### src/core/bfps_pkg.sv
// Constants for the buck fault protection sequencer
package bfps_pkg;
  localparam int unsigned CLK_HZ                = 25_000_000;
  // Times in microseconds
  localparam int unsigned POWER_ON_DELAY_US     = 1000;
  localparam int unsigned SOFT_START_US         = 4000;
  localparam int unsigned UNDERVOLTAGE_DELAY_US = 1000;
  localparam int unsigned HICCUP_MULT           = 7;
  localparam int unsigned HICCUP_US             = HICCUP_MULT *
    (POWER_ON_DELAY_US + SOFT_START_US + UNDERVOLTAGE_DELAY_US) + POWER_ON_DELAY_US;
  // Minimum on-time in nanoseconds
  localparam int unsigned MIN_ON_NS             = 120;
  localparam int unsigned CYC_PER_US            = CLK_HZ / 1_000_000;
  localparam int unsigned POD_CYC   = POWER_ON_DELAY_US * CYC_PER_US;
  localparam int unsigned SS_CYC    = SOFT_START_US * CYC_PER_US;
  localparam int unsigned UVD_CYC   = UNDERVOLTAGE_DELAY_US * CYC_PER_US;
  localparam int unsigned HIC_CYC   = HICCUP_US * CYC_PER_US;
  localparam int unsigned MIN_ON_CYC = (MIN_ON_NS * (CLK_HZ / 1_000_000) + 999) / 1000;
  localparam int unsigned CNT_W     = 21;
  localparam int unsigned SYNC_STAGES = 3;
  localparam logic        SYNC_RESET_VAL = 1'b0;

  typedef enum logic [2:0] {
    BFPS_OFF, BFPS_POD, BFPS_SS, BFPS_RUN, BFPS_OVP, BFPS_HICCUP, BFPS_OVCHK
  } bfps_state_e;
endpackage

### src/core/bfps_top.sv
// Fault protection sequencer of a synchronous step-down converter
// Operation
// (RULE1) High side held off while valley overcurrent; not in OVP, where the min-on pulse ignores it
// (RULE2) Feedback under 68% flags, starts delay count
// (RULE3) After 1 ms undervoltage latch both drivers off
// (RULE4) Undervoltage check only after soft-start ends
// (RULE5) Over 120%: high off, low on
// (RULE6) At negative limit: low off, min on
// (RULE7) Cycle until undervoltage 1 ms, then hiccup
// (RULE8) Hiccup is 7x(pod+ss+uvd)+pod, 43 ms
// (RULE9) After hiccup, check overvoltage at soft-start end
// (RULE10) No overvoltage: restart start-up sequence
// (RULE11) Overcurrent shutdown leads to hiccup then retry
// (RULE12) Out-of-bounds at 8%: no fault, no latch
// (RULE13) Out-of-bounds: low-side forced PWM, negative limit; applied in RUN only, ignored during soft-start
// (RULE14) Supply lockout stops switching, non-latching
// (RULE15) Thermal shutdown stops switching, non-latching
// (RULE16) Lockout and thermal override all, reset counters
module bfps_top #(
  parameter int unsigned POD_CYC = bfps_pkg::POD_CYC,
  parameter int unsigned SS_CYC  = bfps_pkg::SS_CYC,
  parameter int unsigned UVD_CYC = bfps_pkg::UVD_CYC,
  parameter int unsigned HIC_CYC = bfps_pkg::HIC_CYC
) (
  // Clock, reset, enable
  input  wire  logic CLK_I,
  input  wire  logic NRST_I,
  input  wire  logic CE_I,
  // Comparator pins
  input  wire  logic OVERCURRENT_LIMIT_I,
  input  wire  logic UNDERVOLTAGE_CMP_I,
  input  wire  logic OVERVOLTAGE_CMP_I,
  input  wire  logic OUT_OF_BOUNDS_CMP_I,
  input  wire  logic NEG_CURRENT_LIMIT_I,
  input  wire  logic SUPPLY_LOCKOUT_I,
  input  wire  logic THERMAL_SHUTDOWN_I,
  // Regulator requests
  input  wire  logic REG_HS_REQ_I,
  input  wire  logic REG_LS_REQ_I,
  // Gate enables and status
  output logic       HS_EN_O,
  output logic       LS_EN_O,
  output logic       UNDERVOLTAGE_PROTECT_O,
  output logic       OVERVOLTAGE_PROTECT_O,
  output logic       OUT_OF_BOUNDS_DISCHARGE_O,
  output logic       SOFT_START_O,
  output logic       FAULT_LATCHED_O
);
  logic ocl_s, uv_s, ov_s, oob_s, neg_s, lock_s, therm_s;
  logic [6:0] pins;
  logic [6:0] syn;

  assign pins = {OVERCURRENT_LIMIT_I, UNDERVOLTAGE_CMP_I, OVERVOLTAGE_CMP_I,
                 OUT_OF_BOUNDS_CMP_I, NEG_CURRENT_LIMIT_I, SUPPLY_LOCKOUT_I,
                 THERMAL_SHUTDOWN_I};
  assign {ocl_s, uv_s, ov_s, oob_s, neg_s, lock_s, therm_s} = syn;

  genvar gi;
  generate
    for (gi = 0; gi < 7; gi++) begin : g_sync
      bfps_sync u_sync (
        .clk_i  (CLK_I),
        .nrst_i (NRST_I),
        .ce_i   (CE_I),
        .d_i    (pins[gi]),
        .q_o    (syn[gi])
      );
    end
  endgenerate

  localparam logic [bfps_pkg::CNT_W-1:0] POD_END = bfps_pkg::CNT_W'(POD_CYC - 1);
  localparam logic [bfps_pkg::CNT_W-1:0] SS_END  = bfps_pkg::CNT_W'(SS_CYC - 1);
  localparam logic [bfps_pkg::CNT_W-1:0] UVD_END = bfps_pkg::CNT_W'(UVD_CYC - 1);
  localparam logic [bfps_pkg::CNT_W-1:0] HIC_END = bfps_pkg::CNT_W'(HIC_CYC - 1);
  localparam logic [7:0] MINON_END = 8'(bfps_pkg::MIN_ON_CYC - 1);

  bfps_pkg::bfps_state_e state_reg;
  logic [bfps_pkg::CNT_W-1:0] cnt_reg;
  logic [bfps_pkg::CNT_W-1:0] uvd_reg;
  logic [7:0] minon_reg;
  logic       ovp_hs_reg;
  logic       shut;
  logic       uvd_done;
  logic       uv_armed;

  assign shut     = lock_s | therm_s; // see (RULE14) see (RULE15)
  assign uv_armed = (state_reg == bfps_pkg::BFPS_RUN) ||
                    (state_reg == bfps_pkg::BFPS_OVP); // see (RULE4)
  assign uvd_done = uv_armed && uv_s && (uvd_reg == UVD_END);

  // Undervoltage delay counter
  always_ff @(posedge CLK_I or negedge NRST_I) begin
    if (!NRST_I) begin
      uvd_reg <= '0;
    end else if (CE_I) begin
      if (shut || !uv_armed || !uv_s) begin
        uvd_reg <= '0; // see (RULE16)
      end else if (uvd_reg != UVD_END) begin
        uvd_reg <= uvd_reg + 1'b1; // see (RULE2)
      end
    end
  end

  // Sequence state and phase timer
  always_ff @(posedge CLK_I or negedge NRST_I) begin
    if (!NRST_I) begin
      state_reg <= bfps_pkg::BFPS_OFF;
      cnt_reg   <= '0;
    end else if (CE_I) begin
      cnt_reg <= cnt_reg + 1'b1;
      if (shut) begin
        state_reg <= bfps_pkg::BFPS_OFF; // see (RULE16)
        cnt_reg   <= '0;
      end else begin
        case (state_reg)
          bfps_pkg::BFPS_OFF: begin
            state_reg <= bfps_pkg::BFPS_POD;
            cnt_reg   <= '0;
          end
          bfps_pkg::BFPS_POD: begin
            if (cnt_reg == POD_END) begin
              state_reg <= bfps_pkg::BFPS_SS;
              cnt_reg   <= '0;
            end
          end
          bfps_pkg::BFPS_SS: begin
            if (cnt_reg == SS_END) begin
              state_reg <= bfps_pkg::BFPS_RUN;
              cnt_reg   <= '0;
            end
          end
          bfps_pkg::BFPS_RUN: begin
            if (uvd_done) begin
              state_reg <= bfps_pkg::BFPS_HICCUP; // see (RULE3) see (RULE11)
              cnt_reg   <= '0;
            end else if (ov_s) begin
              state_reg <= bfps_pkg::BFPS_OVP; // see (RULE5)
            end
          end
          bfps_pkg::BFPS_OVP: begin
            if (uvd_done) begin
              state_reg <= bfps_pkg::BFPS_HICCUP; // see (RULE7)
              cnt_reg   <= '0;
            end
          end
          bfps_pkg::BFPS_HICCUP: begin
            if (cnt_reg == HIC_END) begin
              state_reg <= bfps_pkg::BFPS_OVCHK; // see (RULE8)
              cnt_reg   <= '0;
            end
          end
          bfps_pkg::BFPS_OVCHK: begin
            if (cnt_reg == SS_END) begin
              cnt_reg <= '0;
              if (!ov_s) begin
                state_reg <= bfps_pkg::BFPS_POD; // see (RULE10)
              end
            end
          end
          default: begin
            state_reg <= bfps_pkg::BFPS_OFF;
          end
        endcase
      end
    end
  end

  // Overvoltage pull-down cycling with minimum on-time
  always_ff @(posedge CLK_I or negedge NRST_I) begin
    if (!NRST_I) begin
      ovp_hs_reg <= 1'b0;
      minon_reg  <= '0;
    end else if (CE_I) begin
      if (state_reg != bfps_pkg::BFPS_OVP) begin
        ovp_hs_reg <= 1'b0;
        minon_reg  <= '0;
      end else if (ovp_hs_reg) begin
        minon_reg <= minon_reg + 1'b1;
        if (minon_reg == MINON_END) begin
          ovp_hs_reg <= 1'b0; // see (RULE6)
        end
      end else if (neg_s) begin
        ovp_hs_reg <= 1'b1; // see (RULE6)
        minon_reg  <= '0;
      end
    end
  end

  // Gate drive selection
  always_comb begin
    HS_EN_O = 1'b0;
    LS_EN_O = 1'b0;
    case (state_reg)
      bfps_pkg::BFPS_SS, bfps_pkg::BFPS_RUN: begin
        if (oob_s && state_reg == bfps_pkg::BFPS_RUN) begin
          LS_EN_O = !neg_s; // see (RULE12) see (RULE13)
        end else begin
          HS_EN_O = REG_HS_REQ_I && !ocl_s; // see (RULE1)
          LS_EN_O = REG_LS_REQ_I && !HS_EN_O;
        end
      end
      bfps_pkg::BFPS_OVP: begin
        HS_EN_O = ovp_hs_reg;
        LS_EN_O = !ovp_hs_reg && !neg_s; // see (RULE5)
      end
      bfps_pkg::BFPS_OVCHK: begin
        LS_EN_O = ov_s && !neg_s; // see (RULE9)
      end
      default: begin
        HS_EN_O = 1'b0;
        LS_EN_O = 1'b0;
      end
    endcase
    // State leaves RUN one edge late, so gates are cut here at once
    if (shut) begin
      HS_EN_O = 1'b0; // see (RULE14) see (RULE15)
      LS_EN_O = 1'b0; // see (RULE16)
    end
  end

  assign UNDERVOLTAGE_PROTECT_O    = uv_armed && uv_s; // see (RULE2)
  assign OVERVOLTAGE_PROTECT_O     = (state_reg == bfps_pkg::BFPS_OVP);
  assign OUT_OF_BOUNDS_DISCHARGE_O = (state_reg == bfps_pkg::BFPS_RUN) && oob_s;
  assign SOFT_START_O              = (state_reg == bfps_pkg::BFPS_SS);
  assign FAULT_LATCHED_O           = (state_reg == bfps_pkg::BFPS_HICCUP) ||
                                     (state_reg == bfps_pkg::BFPS_OVCHK);

  a_shut_drivers_off: assert property (@(posedge CLK_I) disable iff (!NRST_I)
    shut |-> !HS_EN_O && !LS_EN_O) else $error("drivers on during shutdown"); // see (RULE16)
  a_ocl_hs_off: assert property (@(posedge CLK_I) disable iff (!NRST_I)
    ocl_s && state_reg != bfps_pkg::BFPS_OVP |-> !HS_EN_O)
    else $error("high side on during overcurrent"); // see (RULE1)
  a_uv_not_in_ss: assert property (@(posedge CLK_I) disable iff (!NRST_I)
    SOFT_START_O |-> !UNDERVOLTAGE_PROTECT_O) else $error("undervoltage armed in soft-start"); // see (RULE4)
  a_uvd_to_hiccup: assert property (@(posedge CLK_I) disable iff (!NRST_I)
    CE_I && uvd_done && !shut |=> state_reg == bfps_pkg::BFPS_HICCUP)
    else $error("no latch-off after undervoltage delay"); // see (RULE3)
  a_hiccup_off: assert property (@(posedge CLK_I) disable iff (!NRST_I)
    FAULT_LATCHED_O |-> !HS_EN_O && (!LS_EN_O || ov_s))
    else $error("driver on in hiccup"); // see (RULE7)
  a_ovp_hs_low: assert property (@(posedge CLK_I) disable iff (!NRST_I)
    CE_I && state_reg == bfps_pkg::BFPS_RUN && ov_s && !uvd_done && !shut |=> !HS_EN_O)
    else $error("high side not latched off on overvoltage"); // see (RULE5)
  a_ovp_min_on: assert property (@(posedge CLK_I) disable iff (!NRST_I)
    $rose(ovp_hs_reg) && CE_I |-> ovp_hs_reg && !LS_EN_O)
    else $error("min on-time pulse broken"); // see (RULE6)
  a_oob_no_fault: assert property (@(posedge CLK_I) disable iff (!NRST_I)
    OUT_OF_BOUNDS_DISCHARGE_O |-> !HS_EN_O && !FAULT_LATCHED_O)
    else $error("out-of-bounds drove high side"); // see (RULE13)
  a_ovchk_retry: assert property (@(posedge CLK_I) disable iff (!NRST_I)
    CE_I && !shut && state_reg == bfps_pkg::BFPS_OVCHK && cnt_reg == SS_END && !ov_s
    |=> state_reg == bfps_pkg::BFPS_POD) else $error("no restart after check"); // see (RULE10)
endmodule // bfps_top

### src/core/bfps_sync.sv
// Three-stage pin synchroniser with agreement filter
module bfps_sync (
  // Clock and reset
  input  wire  logic clk_i,
  input  wire  logic nrst_i,
  input  wire  logic ce_i,
  // Pin
  input  wire  logic d_i,
  output logic       q_o
);
  logic [bfps_pkg::SYNC_STAGES-1:0] sh_reg;

  always_ff @(posedge clk_i or negedge nrst_i) begin
    if (!nrst_i) begin
      sh_reg <= '0;
    end else if (ce_i) begin
      sh_reg <= {sh_reg[bfps_pkg::SYNC_STAGES-2:0], d_i};
    end
  end

  // Change accepted once the second and third stages agree
  always_ff @(posedge clk_i or negedge nrst_i) begin
    if (!nrst_i) begin
      q_o <= bfps_pkg::SYNC_RESET_VAL;
    end else if (ce_i && (sh_reg[1] == sh_reg[2])) begin
      q_o <= sh_reg[2];
    end
  end
endmodule // bfps_sync

### config.mk
export PLATFORM = sky130hd
export DESIGN_NAME = bfps_top
export DESIGN_NICKNAME = d
export VERILOG_FILES = /design/src/core/bfps_pkg.sv /design/src/core/bfps_top.sv /design/src/core/bfps_sync.sv
export SDC_FILE = /design/constraint.sdc
export NUM_CORES = 1
export LEC_CHECK = 0
export BUFFER_PORTS_ARGS = -buffer_cell sky130_fd_sc_hd__buf_2
export CAP_MARGIN = 10
export CORE_AREA = 2 2 89 99
export DETAILED_ROUTE_END_ITERATION = 10
export DIE_AREA = 0 0 91 101
export PLACE_DENSITY = 0.7
export SLEW_MARGIN = 20
export SYNTH_ARGS = -nofsm -noshare
export SYNTH_HDL_FRONTEND = slang
export SYNTH_SLANG_ARGS = --single-unit
### constraint.sdc
create_clock -name CLK_I -period 4.6 [get_ports CLK_I]
set_clock_uncertainty 0.2 [all_clocks]
set_input_delay 0.69 -clock CLK_I [delete_from_list [all_inputs] [get_ports CLK_I]]
set_output_delay 0.69 -clock CLK_I [all_outputs]
set_load 0.005 [all_outputs]
# Word level (Yosys, flattened, before mapping)
# Cells that the tools add are included.
word_totals:
  reg_bits: 82
  input_bits: 12
  output_inout_bits: 7
  word_cells: 114
op_classes:
  add_sub_neg: 3
  n_eq_ne: 27
  muxes: 31
  bitwise_logic: 1
  n_reduce_logical: 33
ops:
  columns: ["op", "n"]
  rows:
  - ["$mux W21", 7]
  - ["$pmux W21 S5", 1]
  - ["$add A21 B1 Y21 const B", 2]
  - ["$eq A21 B15 Y1 const B", 2]
  - ["$mux W3", 9]
  - ["$mux W8", 3]
  - ["$eq A21 B17 Y1 const B", 1]
  - ["$eq A21 B21 Y1 const B", 1]
  - ["$ne A21 B15 Y1 const B", 1]
  - ["$pmux W3 S7", 1]
  - ["$ne A3 B3 Y1 const B", 5]
  - ["$logic_and A1 B1 Y1", 14]
  - ["$eq A3 B3 Y1 const B", 3]
  - ["$add A8 B1 Y8 const B", 1]
  - ["$eq A8 B2 Y1 const B", 1]
  - ["$mux W1", 8]
  - ["$reduce_and A8 Y1", 1]
  - ["$eq A1 B1 Y1", 7]
  - ["$eq A3 B2 Y1 const B", 2]
  - ["$logic_not A1 Y1", 6]
  - ["$ne A3 B1 Y1 const B", 2]
  - ["$reduce_or A2 Y1", 3]
  - ["$logic_or A1 B1 Y1", 4]
  - ["$ne A4 B3 Y1 const B", 1]
  - ["8 further kinds", 9]

# Longest topological paths before layout
logic_depth:
  ltp_word: 7
  mapped_depth: 9
  depth_no_buf: 7

# Cells and area by module
# From an unflattened synthesis, not the netlist that was laid out.
unflattened:
  cells_unflattened: 492
  area_unflattened_um2: 4508.1
by_module_without_submodules:
  columns: ["mod", "n_inst", "cells_each", "area_each_um2", "seq_area_each_um2"]
  rows:
  - ["bfps_top", 1, 408, 3422.0, 1351.3]
  - ["bfps_sync", 7, 12, 155.1, 100.1]

# Worst setup path before layout
# OpenSTA, ideal clock, no wires.
synth_timing:
  kind: "register -> register"
  startpoint: "register state_reg[2]"
  endpoint: "register cnt_reg[3] (netlist bit)"
  setup_time_ns: 0.121
  arrival_ns: 2.193
  required_ns: 4.279
  slack_ns: 2.086
  path_stages_with_launch: 9
  path_buffers: 2
  synth_period_minus_slack_ns: 2.514
  path_cell_list: "dfrtp_1 > buf_6 > or4_4 > o22ai_2 > a41oi_2 > o41a_1 > buf_6 > a21o_1 > a22o_1"
synth_via:
  elab_chain_len: 7
  word_cells_on_any_way: 15
  classes_between: "6 x eq/ne; 3 x mux; 6 x reduce/logical"
synth_rtl:
  columns: ["item", "line_no", "rtl"]
  rows:
  - ["from (decl)", "bfps_top.sv:77", "bfps_pkg::bfps_state_e state_reg;"]
  - ["from (signal assigned)", "bfps_top.sv:107", "state_reg <= bfps_pkg::BFPS_OFF;"]
  - ["from (signal assigned)", "bfps_top.sv:112", "state_reg <= bfps_pkg::BFPS_OFF;"]
  - ["from (signal assigned)", "bfps_top.sv:117", "state_reg <= bfps_pkg::BFPS_POD;"]
  - ["$eq A3 B2 Y1 / $eq A3 B3 Y1 (equally long branches)", "bfps_top.sv:87, bfps_top.sv:115, bfps_top.sv:88", null]
  - ["$logic_or A1 B1 Y1", "bfps_top.sv:87", "assign uv_armed = (state_reg == bfps_pkg::BFPS_RUN) ||"]
  - ["$logic_and A1 B1 Y1 (2 in series)", "bfps_top.sv:89", "assign uvd_done = uv_armed && uv_s && (uvd_reg == UVD_END);"]
  - ["$mux W21", "bfps_top.sv:133, bfps_top.sv:141", null]
  - ["$pmux W21 S5 *", "bfps_top.sv:115", "case (state_reg)"]
  - ["$mux W21 *", "bfps_top.sv:111", "if (shut) begin"]
  - ["to (signal assigned)", "bfps_top.sv:110", "cnt_reg <= cnt_reg + 1'b1;"]
  - ["to (decl)", "bfps_top.sv:78", "logic [bfps_pkg::CNT_W-1:0] cnt_reg;"]
# Every way passes the cells marked *; elsewhere a longest branch is shown, timed or not.
# A chain may end at the register's enable or synchronous reset.

# Worst setup path after layout
layout_timing:
  startpoint: "register state_reg[2]"
  endpoint: "register cnt_reg[10] (netlist bit)"
# The elaborated chain is that of the path after synthesis.

==> impl_metrics.env <==
export IMPL_grt_use_total_pct=20.17
export IMPL_p_per_area_nw_per_um2=340.6
export IMPL_p_int_mw=1.083
export IMPL_yosysTopAreaCellShare_pct=47.77
export IMPL_max_slew_margin_pct=47.85
export IMPL_syn_nets=473
export IMPL_cp_max_fo=12
export IMPL_die_h_um=101
export IMPL_cp_slowest_cell="nor3b_2"
export IMPL_cts_sinks=82
export IMPL_ys_warnings_count=0
export IMPL_grt_pass1_wl_mm=15.12
export IMPL_fmax_mhz=316.7
export IMPL_drc=0
export IMPL_maxCapViolCount=0
export IMPL_synthTopCellsByArea="dfrtp_1 48%, o21ai_0 4.8%, mux2_2 3.7%, nand2_1 3.6%, nor2_1 3.3%"
export IMPL_timing_final_crit_share_pct=68.65
export IMPL_htreeDepth=3
export IMPL_finalWirelength_mm=8.917
export IMPL_diodes=0
export IMPL_die_x_um=91
export IMPL_top_layer_used="met4"
export IMPL_netlist_area_um2=4295
export IMPL_dp_hpwl_mm=5.920
export IMPL_grt_max_degree=83
export IMPL_cts_resized=0
export IMPL_dr_pass1_iters=5
export IMPL_clk_pin_slew_ns=0.10
export IMPL_period_minus_slack_ns=3.158
export IMPL_cp_cell_sequence="nor3b_2, o21ai_0, o31a_1, o41a_1, nand2_1, o311ai_0"
export IMPL_syn2layout_area_growth_pct=8.331
export IMPL_register_area_um2=2052
export IMPL_synthDistinctLibCells=60
export IMPL_cts_setup_buffers=0
export IMPL_multiInputGateArea_um2=2071
export IMPL_yosysMostFrequentCell="dfrtp_1"
export IMPL_ios=19
export IMPL_stdcell_count=587
export IMPL_setup_violations=0
export IMPL_drtIter0Drc=228
export IMPL_hold_violations=0
export IMPL_switching_share_pct=31.67
export IMPL_yosys_top_cells_count="82 x dfrtp_1, 41 x nand2_1, 41 x o21ai_0, 38 x nor2_1, 28 x a21oi_1"
export IMPL_dp_cells=571
export IMPL_end_kind="flip-flop"
export IMPL_grt_overflow=0
export IMPL_synth_ff_type="dfrtp_1"
export IMPL_nFillCells=772
export IMPL_required_ns=4.62
export IMPL_place_congestion=0.8226
export IMPL_p_clk_share_pct=32.3
export IMPL_avgSynthCellArea_um2=9.399
export IMPL_route_met2_wl_mm=4.258
export IMPL_dieArea_um2=9191
export IMPL_vias=3528
export IMPL_synth_edf_count=0
export IMPL_drive_above_1_share_pct=13.03
export IMPL_wl_met1_mm=4.102
export IMPL_clock_latency_ns=0.35
export IMPL_wl_per_cell_um=15.19
export IMPL_cp_start_kind="flip-flop"
export IMPL_final_max_slew_viol_count=0
export IMPL_rows=35
export IMPL_synth_cells=457
export IMPL_pwr_share_seq_pct=53.5
export IMPL_cpLargestDelayFamily="compound AO/OA/AOI/OAI gates"
export IMPL_status="finished clean"
export IMPL_start_util_pct=52.17
export IMPL_peakVddDrop_mv=0.2039
export IMPL_rsz0062_at_grt="no"
export IMPL_cts_inserted_buffers=9
export IMPL_tritoncts="done"
export IMPL_combPwrFrac_pct=14.2
export IMPL_first_global_vias=3210
export IMPL_dr_wl_met3_um=367
export IMPL_coreArea_um2=8233
export IMPL_postRouteAntennaNets=0
export IMPL_avgViaCountPerCell=6.010
export IMPL_r2r_slack_ns=1.44
export IMPL_power_switching_uw=501.8
export IMPL_worstSetupPathType="flip-flop to flip-flop"
export IMPL_critical_path_arrival_ns=3.18
export IMPL_yosys_area_top_type="dfrtp_1"
export IMPL_portBuffers=18
export IMPL_critPathMaxStageDelay_ns=0.66
export IMPL_async_reset_ff_share_pct=100.0
export IMPL_antenna_found_initial=0
export IMPL_ctsHoldBuffers=0
export IMPL_root_buffer="clkbuf_8"
export IMPL_setup_tns_ns=0
export IMPL_worst_pin_slew_ns=0.7775
export IMPL_yosysSeqAreaShare_pct=47.77
export IMPL_ys_seq_elements=82
export IMPL_fin_nets=487
export IMPL_clockBufferDepth=2
export IMPL_power_leakage_nw=1.950
export IMPL_hold_class="input pin to async pin"
export IMPL_path_buf_inv=0
[metrics by stage]
step / util, % / power [mW] / worst slack [ns] / hold slack, ns / cell area (um^2)
6_report: 56.52 / 1.585 / 1.442 / 0.1432 / 4653
5_1_grt: 56.52 / 1.669 / 1.230 / 0.2330 / 4653
4_1_cts: 56.47 / 1.600 / 1.466 / 0.3200 / 4649
3_5_place_dp: 54.16 / 1.087 / 1.506 / 0.2959 / 4459
3_3_place_gp: 54.16 / 1.077 / 1.561 / 0.2834 / 4459
2_1_floorplan: - / 1.021 / 2.086 / 0.1944 / 4295
[area by class of cell]
type                    count  area share [%]
repair buffers             21           2.554
multi-input cells         335           44.50
inverters                  22           1.775
clock inverters             7           1.425
clock buffers               9           2.662
flip-flops and latches     82           44.10
well taps                 111           2.985
[path summary, 6_finish.rpt]
kind / startpoint / endpoint / cells past startpoint
max: state_reg[2] / cnt_reg[10] / 6
max in group asynchronous: NRST_I / g_sync[1].u_sync.q_o / 1
min: NRST_I / cnt_reg[12] / 1
min reg2reg: g_sync[4].u_sync.sh_reg[0] / g_sync[4].u_sync.sh_reg[1] / 1
min in group CLK_I: g_sync[4].u_sync.sh_reg[0] / g_sync[4].u_sync.sh_reg[1] / 1
max reg2reg: state_reg[2] / cnt_reg[10] / 6
[power by group through the flow]
stage	logic (mW)	clock network (mW)	registers, mW
finish	0.225	0.511	0.848
global route	0.254	0.554	0.861
CTS	0.226	0.526	0.848
detailed placement	0.225	0	0.862
global placement	0.217	0	0.860
floorplan	0.187	0	0.833
[placed cells by master (no fill, tap or decap), types with 5 or more instances in the layout]
| cell | instances |
|---|---|
| or3_1 | 11 |
| nor3_1 | 17 |
| clkbuf_8 | 9 |
| nor4_1 | 10 |
| buf_2 | 17 |
| nand2b_1 | 5 |
| inv_1 | 21 |
| nand2_1 | 41 |
| dfrtp_1 | 82 |
| a22o_1 | 8 |
| o2bb2ai_1 | 5 |
| xor2_1 | 8 |
| a21o_1 | 8 |
| xnor2_1 | 7 |
| o311ai_0 | 5 |
| mux2_2 | 14 |
| and3_1 | 6 |
| nand3_1 | 22 |
| nor2_1 | 38 |
| a21oi_1 | 28 |
| o21ai_0 | 41 |
| nand4_1 | 6 |
[worst register-to-register path, cell delays in order, from the launching register on]
cell	delay, ns
dfrtp_1	0.53
nor3b_2	0.66
o21ai_0	0.29
o31a_1	0.38
o41a_1	0.53
nand2_1	0.28
o311ai_0	0.15
[kinds of logic after synthesis]
group                    Yosys count  share of synthesized area (%)
AO/OA/AOI/OAI                    120                          18.32
adder cells (fa/ha/maj)            4                          1.165
buffers and inverters             40                          4.020
flip-flops                        82                          47.77
AND/OR/NAND/NOR                  181                          21.76
XOR/XNOR                          15                          3.059
multiplexers                      15                          3.903
[metal layers]
metal,vias to the layer above,GRT usage (%)
met4,0,8.275
met5,-,0
met3,19,2.693
met2,101,32.02
met1,1714,28.17
li1,1694,-
Note: power is estimated with default switching activity, not from simulation.
